`src/hdl/rais_pkg.sv`:
```
// package: register map, field layout and event bundle of the receive alarm interrupt status block
package rais_pkg;

  // ----------------------------------------
  // register indices (byte address = 4 * index)
  // ----------------------------------------
  localparam logic [9:0] IDX_STATUS = 10'h057;
  localparam logic [9:0] IDX_ENABLE = 10'h058;
  localparam logic [9:0] IDX_CLEAR = 10'h059;
  localparam logic [9:0] IDX_CTRL = 10'h05A;
  localparam logic [9:0] IDX_STATE = 10'h05B;

  // ----------------------------------------
  // field layout
  // ----------------------------------------
  localparam int EVT_W = 14;
  localparam int BIT_OVR_LO = 10;
  localparam int BIT_FRM_CLR = 9;
  localparam int BIT_FRM_SET = 8;
  localparam int BIT_DLN_CLR_LO = 4;
  localparam int BIT_DLN_SET_LO = 0;
  localparam int BIT_CTRL_CONCAT = 0;
  localparam int NUM_CHAN = 4;

  // ----------------------------------------
  // reset values
  // ----------------------------------------
  localparam logic [EVT_W-1:0] RST_STATUS = 14'h0000;
  localparam logic [EVT_W-1:0] RST_ENABLE = 14'h0000;
  localparam logic RST_CONCAT = 1'b0;

  // bits that stay meaningful in concatenated single-channel mode
  localparam logic [EVT_W-1:0] CONCAT_VALID = 14'h0711;

  // ----------------------------------------
  // event bundle, packed in status bit order 13..0
  // ----------------------------------------
  typedef struct packed {
    logic [3:0] port_rx_overrun;
    logic frame_loss_cleared;
    logic frame_loss_raised;
    logic [3:0] cellproc_delin_cleared;
    logic [3:0] cellproc_delin_raised;
  } rais_evt_t;

  // live alarm states, for the state register
  typedef struct packed {
    logic frame_loss_state;
    logic [3:0] cell_delineation_loss_state;
  } rais_state_t;

endpackage

```
`src/hdl/rais_edge_detect.sv`:
```
// module: entry and exit detection on alarm state levels
`timescale 1ns/100ps
module rais_edge_detect #(
  parameter int W = 5
) (
  // clock and reset
  input wire logic sys_clk,
  input wire logic rst_b,
  // state levels
  input wire logic [W-1:0] state_lvl,
  // entry pulses
  output logic [W-1:0] entered_set,
  output logic [W-1:0] entered_reset,
  output logic armed
);

  logic [W-1:0] prev_reg;
  logic armed_reg;

  // ----------------------------------------
  // history
  // ----------------------------------------
  // the first cycle after reset only loads history, so a state already
  // high at release is not taken for a fresh entry
  always_ff @(posedge sys_clk) begin
    if (!rst_b) begin
      armed_reg <= 1'b0;
    end else begin
      armed_reg <= 1'b1;
    end
  end

  always_ff @(posedge sys_clk) begin
    if (!rst_b) begin
      prev_reg <= '0;
    end else begin
      prev_reg <= state_lvl;
    end
  end

  // ----------------------------------------
  // entry pulses
  // ----------------------------------------
  assign entered_set = armed_reg ? (state_lvl & ~prev_reg) : '0;
  assign entered_reset = armed_reg ? (~state_lvl & prev_reg) : '0;
  assign armed = armed_reg;

endmodule

```
`src/hdl/rais_top.sv`:
```
// module: receive alarm interrupt status with a classic wishbone register slave
//
// Local design decisions: the address map and the Wishbone slave port.
`timescale 1ns/100ps

// Functional notes
// - per-port rx fifo overrun sets status bits 13..10 for ports 3..0.
// - a status bit raises the interrupt only when its enable bit is set.
// - frame loss machine entering reset (in-frame) sets status bit 9.
// - frame loss machine entering set (alarm) sets status bit 8.
// - delineation machine 3..0 entering reset sets status bits 7..4.
// - delineation machine 3..0 entering set sets status bits 3..0.
// - concatenated mode: overrun and delineation bits of channels 1..3 are invalid.
// - port 0 overrun, frame loss and processor 0 bits stay valid in both modes.
module rais_top #(
  parameter int ADR_W = 12
) (
  // clock and reset
  input wire logic sys_clk,
  input wire logic rst_b,
  // wishbone slave
  input wire logic wb_cyc_i,
  input wire logic wb_stb_i,
  input wire logic wb_we_i,
  input wire logic [ADR_W-1:0] wb_adr_i,
  input wire logic [3:0] wb_sel_i,
  input wire logic [31:0] wb_dat_i,
  output logic [31:0] wb_dat_o,
  output logic wb_ack_o,
  // alarm sources
  input wire logic [3:0] port_rx_overrun,
  input wire logic frame_loss_state,
  input wire logic [3:0] cell_delineation_loss_state,
  // interrupt
  output logic irq
);

  // ----------------------------------------
  // helpers
  // ----------------------------------------
  function automatic logic [31:0] lane_mask(input logic [3:0] sel);
    logic [31:0] m;
    m = '0;
    for (int i = 0; i < 4; i++) begin
      m[8*i +: 8] = {8{sel[i]}};
    end
    return m;
  endfunction

  function automatic logic hit(input logic [ADR_W-1:0] adr, input logic [9:0] idx);
    return (adr[1:0] == 2'h0) && (adr[ADR_W-1:2] == (ADR_W-2)'(idx));
  endfunction

  // ----------------------------------------
  // declarations
  // ----------------------------------------
  logic ack_reg;
  logic [31:0] rdata_reg;
  logic [rais_pkg::EVT_W-1:0] status_reg;
  logic [rais_pkg::EVT_W-1:0] status_next;
  logic [rais_pkg::EVT_W-1:0] enable_reg;
  logic concat_reg;
  logic [rais_pkg::EVT_W-1:0] valid_bits;
  logic [rais_pkg::EVT_W-1:0] clr_bits;
  logic [rais_pkg::EVT_W-1:0] set_bits;
  logic [31:0] wmask;
  logic req;
  logic wr_fire;
  logic [4:0] ent_set;
  logic [4:0] ent_reset;
  logic edge_armed;
  rais_pkg::rais_evt_t evt;
  rais_pkg::rais_state_t live;

  // ----------------------------------------
  // event capture
  // ----------------------------------------
  assign live.frame_loss_state = frame_loss_state;
  assign live.cell_delineation_loss_state = cell_delineation_loss_state;

  rais_edge_detect #(
    .W(5)
  ) u_edge (
    .sys_clk(sys_clk),
    .rst_b(rst_b),
    .state_lvl(live),
    .entered_set(ent_set),
    .entered_reset(ent_reset),
    .armed(edge_armed)
  );

  assign evt.port_rx_overrun = port_rx_overrun;
  assign evt.frame_loss_cleared = ent_reset[4];
  assign evt.frame_loss_raised = ent_set[4];
  assign evt.cellproc_delin_cleared = ent_reset[3:0];
  assign evt.cellproc_delin_raised = ent_set[3:0];

  // channels 1..3 do not exist in concatenated mode, so their bits are
  // never set there rather than left to float with stale sources
  assign valid_bits = concat_reg ? rais_pkg::CONCAT_VALID : '1;

  // ----------------------------------------
  // bus slave
  // ----------------------------------------
  // one wait state: ack rises the edge after the request, and writes land
  // on the edge where the master samples ack, as classic cycles expect
  assign req = wb_cyc_i & wb_stb_i;
  assign wr_fire = req & wb_we_i & ack_reg;
  assign wmask = lane_mask(wb_sel_i);

  always_ff @(posedge sys_clk) begin
    if (!rst_b) begin
      ack_reg <= 1'b0;
    end else begin
      ack_reg <= req & ~ack_reg;
    end
  end

  always_ff @(posedge sys_clk) begin
    if (!rst_b) begin
      rdata_reg <= '0;
    end else if (req & ~ack_reg & ~wb_we_i) begin
      if (hit(wb_adr_i, rais_pkg::IDX_STATUS)) begin
        rdata_reg <= 32'(status_reg);
      end else if (hit(wb_adr_i, rais_pkg::IDX_ENABLE)) begin
        rdata_reg <= 32'(enable_reg);
      end else if (hit(wb_adr_i, rais_pkg::IDX_CTRL)) begin
        rdata_reg <= 32'(concat_reg);
      end else if (hit(wb_adr_i, rais_pkg::IDX_STATE)) begin
        rdata_reg <= 32'(live);
      end else begin
        rdata_reg <= 32'h0000_0000;
      end
    end
  end

  assign wb_ack_o = ack_reg;
  assign wb_dat_o = rdata_reg;

  // ----------------------------------------
  // control registers
  // ----------------------------------------
  always_ff @(posedge sys_clk) begin
    if (!rst_b) begin
      enable_reg <= rais_pkg::RST_ENABLE;
    end else if (wr_fire && hit(wb_adr_i, rais_pkg::IDX_ENABLE)) begin
      enable_reg <= (enable_reg & ~wmask[rais_pkg::EVT_W-1:0])
                  | (wb_dat_i[rais_pkg::EVT_W-1:0] & wmask[rais_pkg::EVT_W-1:0]);
    end
  end

  always_ff @(posedge sys_clk) begin
    if (!rst_b) begin
      concat_reg <= rais_pkg::RST_CONCAT;
    end else if (wr_fire && hit(wb_adr_i, rais_pkg::IDX_CTRL) && wb_sel_i[0]) begin
      concat_reg <= wb_dat_i[rais_pkg::BIT_CTRL_CONCAT];
    end
  end

  // ----------------------------------------
  // sticky status
  // ----------------------------------------
  assign clr_bits = (wr_fire && hit(wb_adr_i, rais_pkg::IDX_CLEAR))
                  ? (wb_dat_i[rais_pkg::EVT_W-1:0] & wmask[rais_pkg::EVT_W-1:0]) : '0;
  assign set_bits = evt & valid_bits;

  // a set in the clearing cycle wins, so no event is lost
  assign status_next = (status_reg & ~clr_bits) | set_bits;

  always_ff @(posedge sys_clk) begin
    if (!rst_b) begin
      status_reg <= rais_pkg::RST_STATUS;
    end else begin
      status_reg <= status_next;
    end
  end

  // ----------------------------------------
  // interrupt
  // ----------------------------------------
  assign irq = |(status_reg & enable_reg);
endmodule

```
`config.mk`:
```
export PLATFORM = sky130hd
export DESIGN_NAME = rais_top
export DESIGN_NICKNAME = d
export VERILOG_FILES = /design/src/hdl/rais_pkg.sv /design/src/hdl/rais_edge_detect.sv /design/src/hdl/rais_top.sv
export SDC_FILE = /design/constraint.sdc
export NUM_CORES = 1
export LEC_CHECK = 0
export ABC_AREA = 1
export ABC_CLOCK_PERIOD_IN_PS = 1300
export BUFFER_PORTS_ARGS = -buffer_cell sky130_fd_sc_hd__buf_2
export CORE_UTILIZATION = 44
export CTS_CLUSTER_DIAMETER = 150
export CTS_CLUSTER_SIZE = 24
export DETAILED_ROUTE_END_ITERATION = 8
export GPL_TIMING_DRIVEN = 0
export HOLD_SLACK_MARGIN = 0.03
export PLACE_DENSITY = 0.75
export SYNTH_ARGS = -nofsm -noshare
export SYNTH_HDL_FRONTEND = slang
export SYNTH_SLANG_ARGS = --single-unit
```
`constraint.sdc`:
```
create_clock -name sys_clk -period 1.3 [get_ports sys_clk]
set_clock_uncertainty 0.05 [all_clocks]
set_input_delay 0.13 -clock sys_clk [delete_from_list [all_inputs] [get_ports sys_clk]]
set_output_delay 0.13 -clock sys_clk [all_outputs]
set_load 0.005 [all_outputs]
```
==> results of run 1 <==
-- timing repair --
action	in CTS	in global routing
endpoints found under the setup margin	43	35
pin swaps	7	19
gates cloned	0	2
hold endpoints to repair	13	1
setup buffers	11	6
gates resized for setup	23	65
hold buffers	13	1
-- final timing paths --
| kind | from | to | slack (ps) | depth (start not counted) |
|---|---|---|---|---|
| worst max-delay path | flop | irq | -310 | 4 |
| worst min-delay path | wb_dat_i[11] | flop | 30 | 3 |
| worst max register to register | wb_ack_o$_SDFF_PN0_ | status_reg[5]$_SDFF_PN0_ | -70 | 6 |
| worst min register to register | status_reg[12]$_SDFF_PN0_ | status_reg[12]$_SDFF_PN0_ | 410 | 2 |
-- layer usage --
| metal | vias to the layer above | global-route usage (%) |
|---|---|---|
| met3 | 12 | 5.93 |
| met1 | 1287 | 28.2 |
| li1 | 1360 | - |
| met5 | - | 0 |
| met2 | 85 | 43.5 |
| met4 | 0 | 9.81 |
-- cells in the final DEF, fill, tap and decap left out, drive strengths merged --
cell type,instances
a211oi,1
conb,18
nor2,38
clkinv,1
buf,97
nand2,74
nor3,5
a22o,1
a21oi,25
dfxtp,50
o21ai,26
inv,48
nand3,38
clkbuf,11
nand4,5
clkinvlp,1
a221oi,2
o211ai,6
o22ai,2
o221ai,5
nand3b,1
dlygate4sd3,14
or2,4
-- power by group --
group          internal, mW  leakage [nW]  switching, mW
combinational         0.209          1.24          0.242
clock                 0.429        0.0472          0.531
sequential             1.58         0.410         0.0356
-- worst register-to-register path, cell delays in order, from the launching register on --
cell     delay (ps)
dfxtp_4         380
nand4_4         110
inv_2           100
nand4_1         190
buf_6           210
o21ai_2         110
a21oi_1          70
-- cell type report --
type                            instances  area [sq um]  area share, %
Timing Repair Buffer                   88           601           16.7
Sequential cell                        50          1010           28.0
Tap cell                               72          90.1           2.50
Clock buffer                            6          82.6           2.29
Multi-Input combinational cell        251          1430           39.7
Clock inverter                          2          12.5          0.347
Buffer                                 28           198           5.49
Inverter                               48           180           5.00
-- logic make-up (layout without fill, tap and decap cells) --
family | Yosys count | count (layout) | synth area share [%]
compound gates | 68 | 68 | 15.3
simple gates | 165 | 165 | 31.0
buf+inv | 77 | 172 | 14.6
flops | 50 | 50 | 38.9
other cells | 1 | 18 | 0.146
==> run_results.csv, run 1 <==
group,metric,value,unit
yosys,ys_seq_area_share,38.9,%
critical_path,arrival,1430,ps
yosys,syn_area_per_cell,7.13,sq um
timing,relSlewSlack,57.7,%
critical_path,cp_num_buf_inv,1,
yosys,synth_warnings,0,
floorplanning,start_util,46.2,%
yosys,synth_ff_type,"dfxtp_1",
critical_path,path_cells,"a22o_1 > a221oi_2 > nand4_1 > buf_2",
timing,holdWs,31.0,ps
timing,finalHoldViolCount,0,
yosys,ys_top_cells_by_area,"dfxtp_1 (39%), nand2_1 (10%), nand3_1 (6.4%)",
route,initialDrtViolationCount,185,
power_and_ir_drop,cellPowerDensity,841,mW/mm^2
yosys,synthTopCellsByCount,"nand2_1 (69), dfxtp_1 (50), inv_1 (43)",
yosys,async_flop_share,0,%
yosys,yosys.area.top_type_share,38.9,%
floorplanning,die-area,0.00616,sq mm
global_route,grt_pass1_wl,11700,microns
yosys,syn_inst,361,
route,num_vias,2744,
timing,finalCriticalPeriod,1610,ps
route,met1_length,3060,microns
critical_path,cp_slowest_stage_delay,330,ps
critical_path,end_kind,"output pin",
global_route,grt_pass1_vias,2584,
timing,tns,-1110,ps
timing,rsz0062_at_grt,"true",
yosys,synth_seq_cells,50,
critical_path,critical_path_class,"flop to output pin",
place,dp_hpwl,5040,microns
yosys,syn_area,0.00257,sq mm
power_and_ir_drop,leakage,1.70,nW
route,dr.pass1.iters,4,
layout,fin_cells,545,
yosys,yosys.cell_count.top_type,"nand2_1",
layout,nets,534,
route,route.met2.wl,3810,microns
timing,tightest_slew,635,ps
layout,final_area,0.00360,sq mm
route,dr.max_layer_used,"met4",
layout,drive_above_1_share,37.4,%
timing,setup_viol,23,
power_and_ir_drop,ir_drop,0.000763,V
clocking,cts_tree,"yes",
layout,syn2layout_area_growth,39.8,%
floorplanning,rows,27,
timing,finalCritPeriodShare,124,%
place,place_ws,-406,ps
clocking,cts_buffers,5,
critical_path,startpoint_type,"flop",
route,viasPerCell,5.03,
floorplanning,boundaryPins,96,
place,place_area,0.00301,sq mm
yosys,synth_edf_count,0,
floorplanning,dieWidth,78.5,microns
clocking,cts_buffer_depth,2,
layout,n_antenna_cell,0,
route,route.met3.wl,420,microns
timing,maxSlewViolCount,0,
status,violations,"setup timing",
status,outcome,"finished, violations left",
layout,finish.utilization,64.6,%
global_route,grt_use_total,24.6,%
global_route,antenna_found_initial,0,
clocking,clock-sinks,50,
place,io_buffers,56,
timing,fmax,621,MHz
timing,timing.final.ws_setup,-310,ps
route,wl_per_cell,13.6,microns
worst_hold_path,hold_path_class,"input pin to flop",
global_route,grt_max_degree,16,
floorplanning,core_area,0.00557,sq mm
critical_path,cp.required,1120,ps
route,drc,0,
clocking,clkTransAtPathRegs,100,ps
floorplanning,die_h,78.5,microns
critical_path,crit_family,"compound AO/OA/AOI/OAI gates",
yosys,yosys.area.top_type,"dfxtp_1",
layout,n_fill_cell,506,
route,detail-route-antenna-nets,0,
route,wl,7410,microns
critical_path,slowest_stage,"dfxtp_2",
clocking,clk_latency,310,ps
critical_path,cp_max_fo,2,
global_route,grt_overflow_total,0,
flow_run,drv_cap,0,
clocking,htree_levels,2,
clocking,cts_root_buffer,"clkbuf_8",
power_and_ir_drop,power,3.03,mW
place,gp_congestion,0.895,
place,placed_cells,506,
yosys,ys_types,33,
Power figures use the tool's default switching activity.
==> run 2, diff against run 1 <==
--- a/config.mk
+++ b/config.mk
@@ -8,6 +8,8 @@
 export ABC_AREA = 1
 export ABC_CLOCK_PERIOD_IN_PS = 1300
 export BUFFER_PORTS_ARGS = -buffer_cell sky130_fd_sc_hd__buf_2
+export CORE_ASPECT_RATIO = 0.8
+export CORE_MARGIN = 3
 export CORE_UTILIZATION = 44
 export CTS_CLUSTER_DIAMETER = 150
 export CTS_CLUSTER_SIZE = 24
==> run_results.csv, run 2 (same netlist as run 1, synthesis figures left out) <==
group,metric,value,unit
critical_path,r2r_slack,-70,ps
floorplanning,die_h,74.4,microns
global_route,antenna_found_initial,0,
floorplanning,start_util,46.4,%
clocking,cts_root_buffer,"clkbuf_8",
route,initialDrtViolationCount,283,
route,drc,0,
critical_path,critical_path_class,"flop to output pin",
critical_path,cp_slowest_stage_delay,330,ps
layout,n_fill_cell,486,
route,dr.pass1.iters,6,
timing,maxSlewViolCount,0,
worst_hold_path,hold_path_class,"input pin to flop",
timing,setup_viol,34,
layout,n_antenna_cell,0,
global_route,grt_overflow_total,0,
timing,finalCritPeriodShare,119,%
timing,finalHoldViolCount,0,
route,num_vias,2734,
timing,fmax,647,MHz
timing,tightest_slew,628,ps
status,outcome,"finished, violations left",
status,violations,"setup timing",
power_and_ir_drop,power_frac_comb,15.0,%
layout,nets,533,
timing,relSlewSlack,58.1,%
floorplanning,die-area,0.00681,sq mm
route,wl,7770,microns
global_route,grt_use_total,21.3,%
critical_path,cp.required,1120,ps
clocking,clk_latency,310,ps
power_and_ir_drop,leakage,1.70,nW
critical_path,slowest_stage,"dfxtp_2",
clocking,cts_buffers,5,
power_and_ir_drop,seqPwrFrac,52.9,%
critical_path,arrival,1360,ps
critical_path,cp_max_fo,2,
floorplanning,boundaryPins,96,
clocking,cts_buffer_depth,2,
critical_path,path_cells,"a22o_1 > a221oi_2 > nand4_1 > buf_2",
critical_path,ff2ff_path_depth,7,
clocking,htree_levels,2,
layout,final_cell_mix,"nand2_1 (60), buf_2 (58), dfxtp_1 (46)",
place,dp_hpwl,5240,microns
route,viasPerCell,4.97,
place,place_area,0.00302,sq mm
timing,rsz0062_at_grt,"true",
global_route,grt_pass1_wl,11300,microns
floorplanning,core_area,0.00556,sq mm
place,gp_congestion,0.909,
power_and_ir_drop,power,3.06,mW
layout,layout_commonest_cell,"nand2_1",
route,detail-route-antenna-nets,0,
clocking,cts_tree,"yes",
critical_path,reg2reg_to,"wb_dat_o[4]$_SDFFE_PN0P_",
layout,final_area,0.00370,sq mm
layout,finish.utilization,66.7,%
power_and_ir_drop,internal_power,2.22,mW
critical_path,startpoint_type,"flop",
power_and_ir_drop,switching_share,27.3,%
critical_path,crit_end,"irq",
layout,drive_above_1_share,39.0,%
critical_path,end_kind,"output pin",
worst_hold_path,hp-start,"wb_dat_i[10]",
global_route,grt_pass1_vias,2426,
power_and_ir_drop,power.switching,0.835,mW
layout,syn2layout_area_growth,43.9,%
clocking,clock-sinks,50,
timing,tns,-1140,ps
power_and_ir_drop,ir_drop,0.000788,V
timing,timing.final.ws_setup,-245,ps
clocking,clkTransAtPathRegs,90,ps
timing,finalCriticalPeriod,1540,ps
floorplanning,dieWidth,91.5,microns
place,io_buffers,56,
power_and_ir_drop,clock_power_share,32.1,%
power_and_ir_drop,cellPowerDensity,825,mW/mm^2
global_route,grt_max_degree,16,
floorplanning,rows,24,
critical_path,timing.rr.start,"wb_ack_o$_SDFF_PN0_",
flow_run,drv_cap,0,
route,wl_per_cell,14.1,microns
-- run 2: changes by cell type in the layout (fill, tap and decap cells not counted), sizes merged --
cell and delta:
buf -2, dlygate4sd3 +1
-- run 2: through the flow --
stage,std cells,setup slack (ps),hold WS [ps]
after floorplan,378,2.75,108
after global placement,512,-347,200
after detailed placement,512,-379,198
after CTS,544,-238,32.3
after global routing,550,-275,54.7
final,550,-245,30.2
-- run 2: worst min-delay path by stage --
stage	endpoint	slack (ps)	cells past startpoint
finish	flop	30	3
global route	flop	50	3
CTS	flop	30	3
detailed placement	u_edge.armed$_DFF_P_	200	1
global placement	u_edge.armed$_DFF_P_	200	1
floorplan	u_edge.armed$_DFF_P_	110	0
-- run 2: worst max-delay path, delay by kind of cell, from the launching register on --
| family | cells | cell delay, ps |
|---|---|---|
| DFF | 1 | 330 |
| AOI/OAI and AO/OA | 2 | 460 |
| and+or+nand+nor | 1 | 130 |
| buffers and inverters | 1 | 140 |
-- run 2: layout make-up --
class                           count  area, sq um  share of cell area, %
Sequential cell                    50         1010                   27.2
Multi-Input combinational cell    251         1510                   40.8
Clock inverter                      2         12.5                  0.338
Tap cell                           78         97.6                   2.63
Clock buffer                        6         82.6                   2.23
Buffer                             29          218                   5.88
Timing Repair Buffer               86          593                   16.0
Inverter                           48          180                   4.86
-- run 2: power groups by stage --
stage	Sequential, mW	Clock (mW)	Combinational (mW)
4_1_cts	1.61	0.974	0.404
3_5_place_dp	1.65	0	0.351
5_1_grt	1.62	1.03	0.505
2_1_floorplan	1.64	0	0.207
6_report	1.62	0.982	0.458
3_3_place_gp	1.64	0	0.344
-- run 2: metal layers --
layer	vias to the layer above	routed length, microns	part of all wire, %	global-route usage (%)
met1	1199	3260	42	28.1
met2	150	3510	45	35.1
li1	1367	-	-	-
met3	18	843	11	5.56
met4	0	153	2.0	5.52
met5	-	0	0	0
-- run 2: timing repair --
| action | 4_1_cts | 5_1_grt |
|---|---|---|
| resized for setup | 25 | 76 |
| hold buffers | 15 | 0 |
| hold endpoints to repair | 15 | 0 |
| setup endpoints to repair | 42 | 32 |
| buffers inserted | 9 | 4 |
| pin swaps | 10 | 23 |
| gates cloned | 0 | 2 |
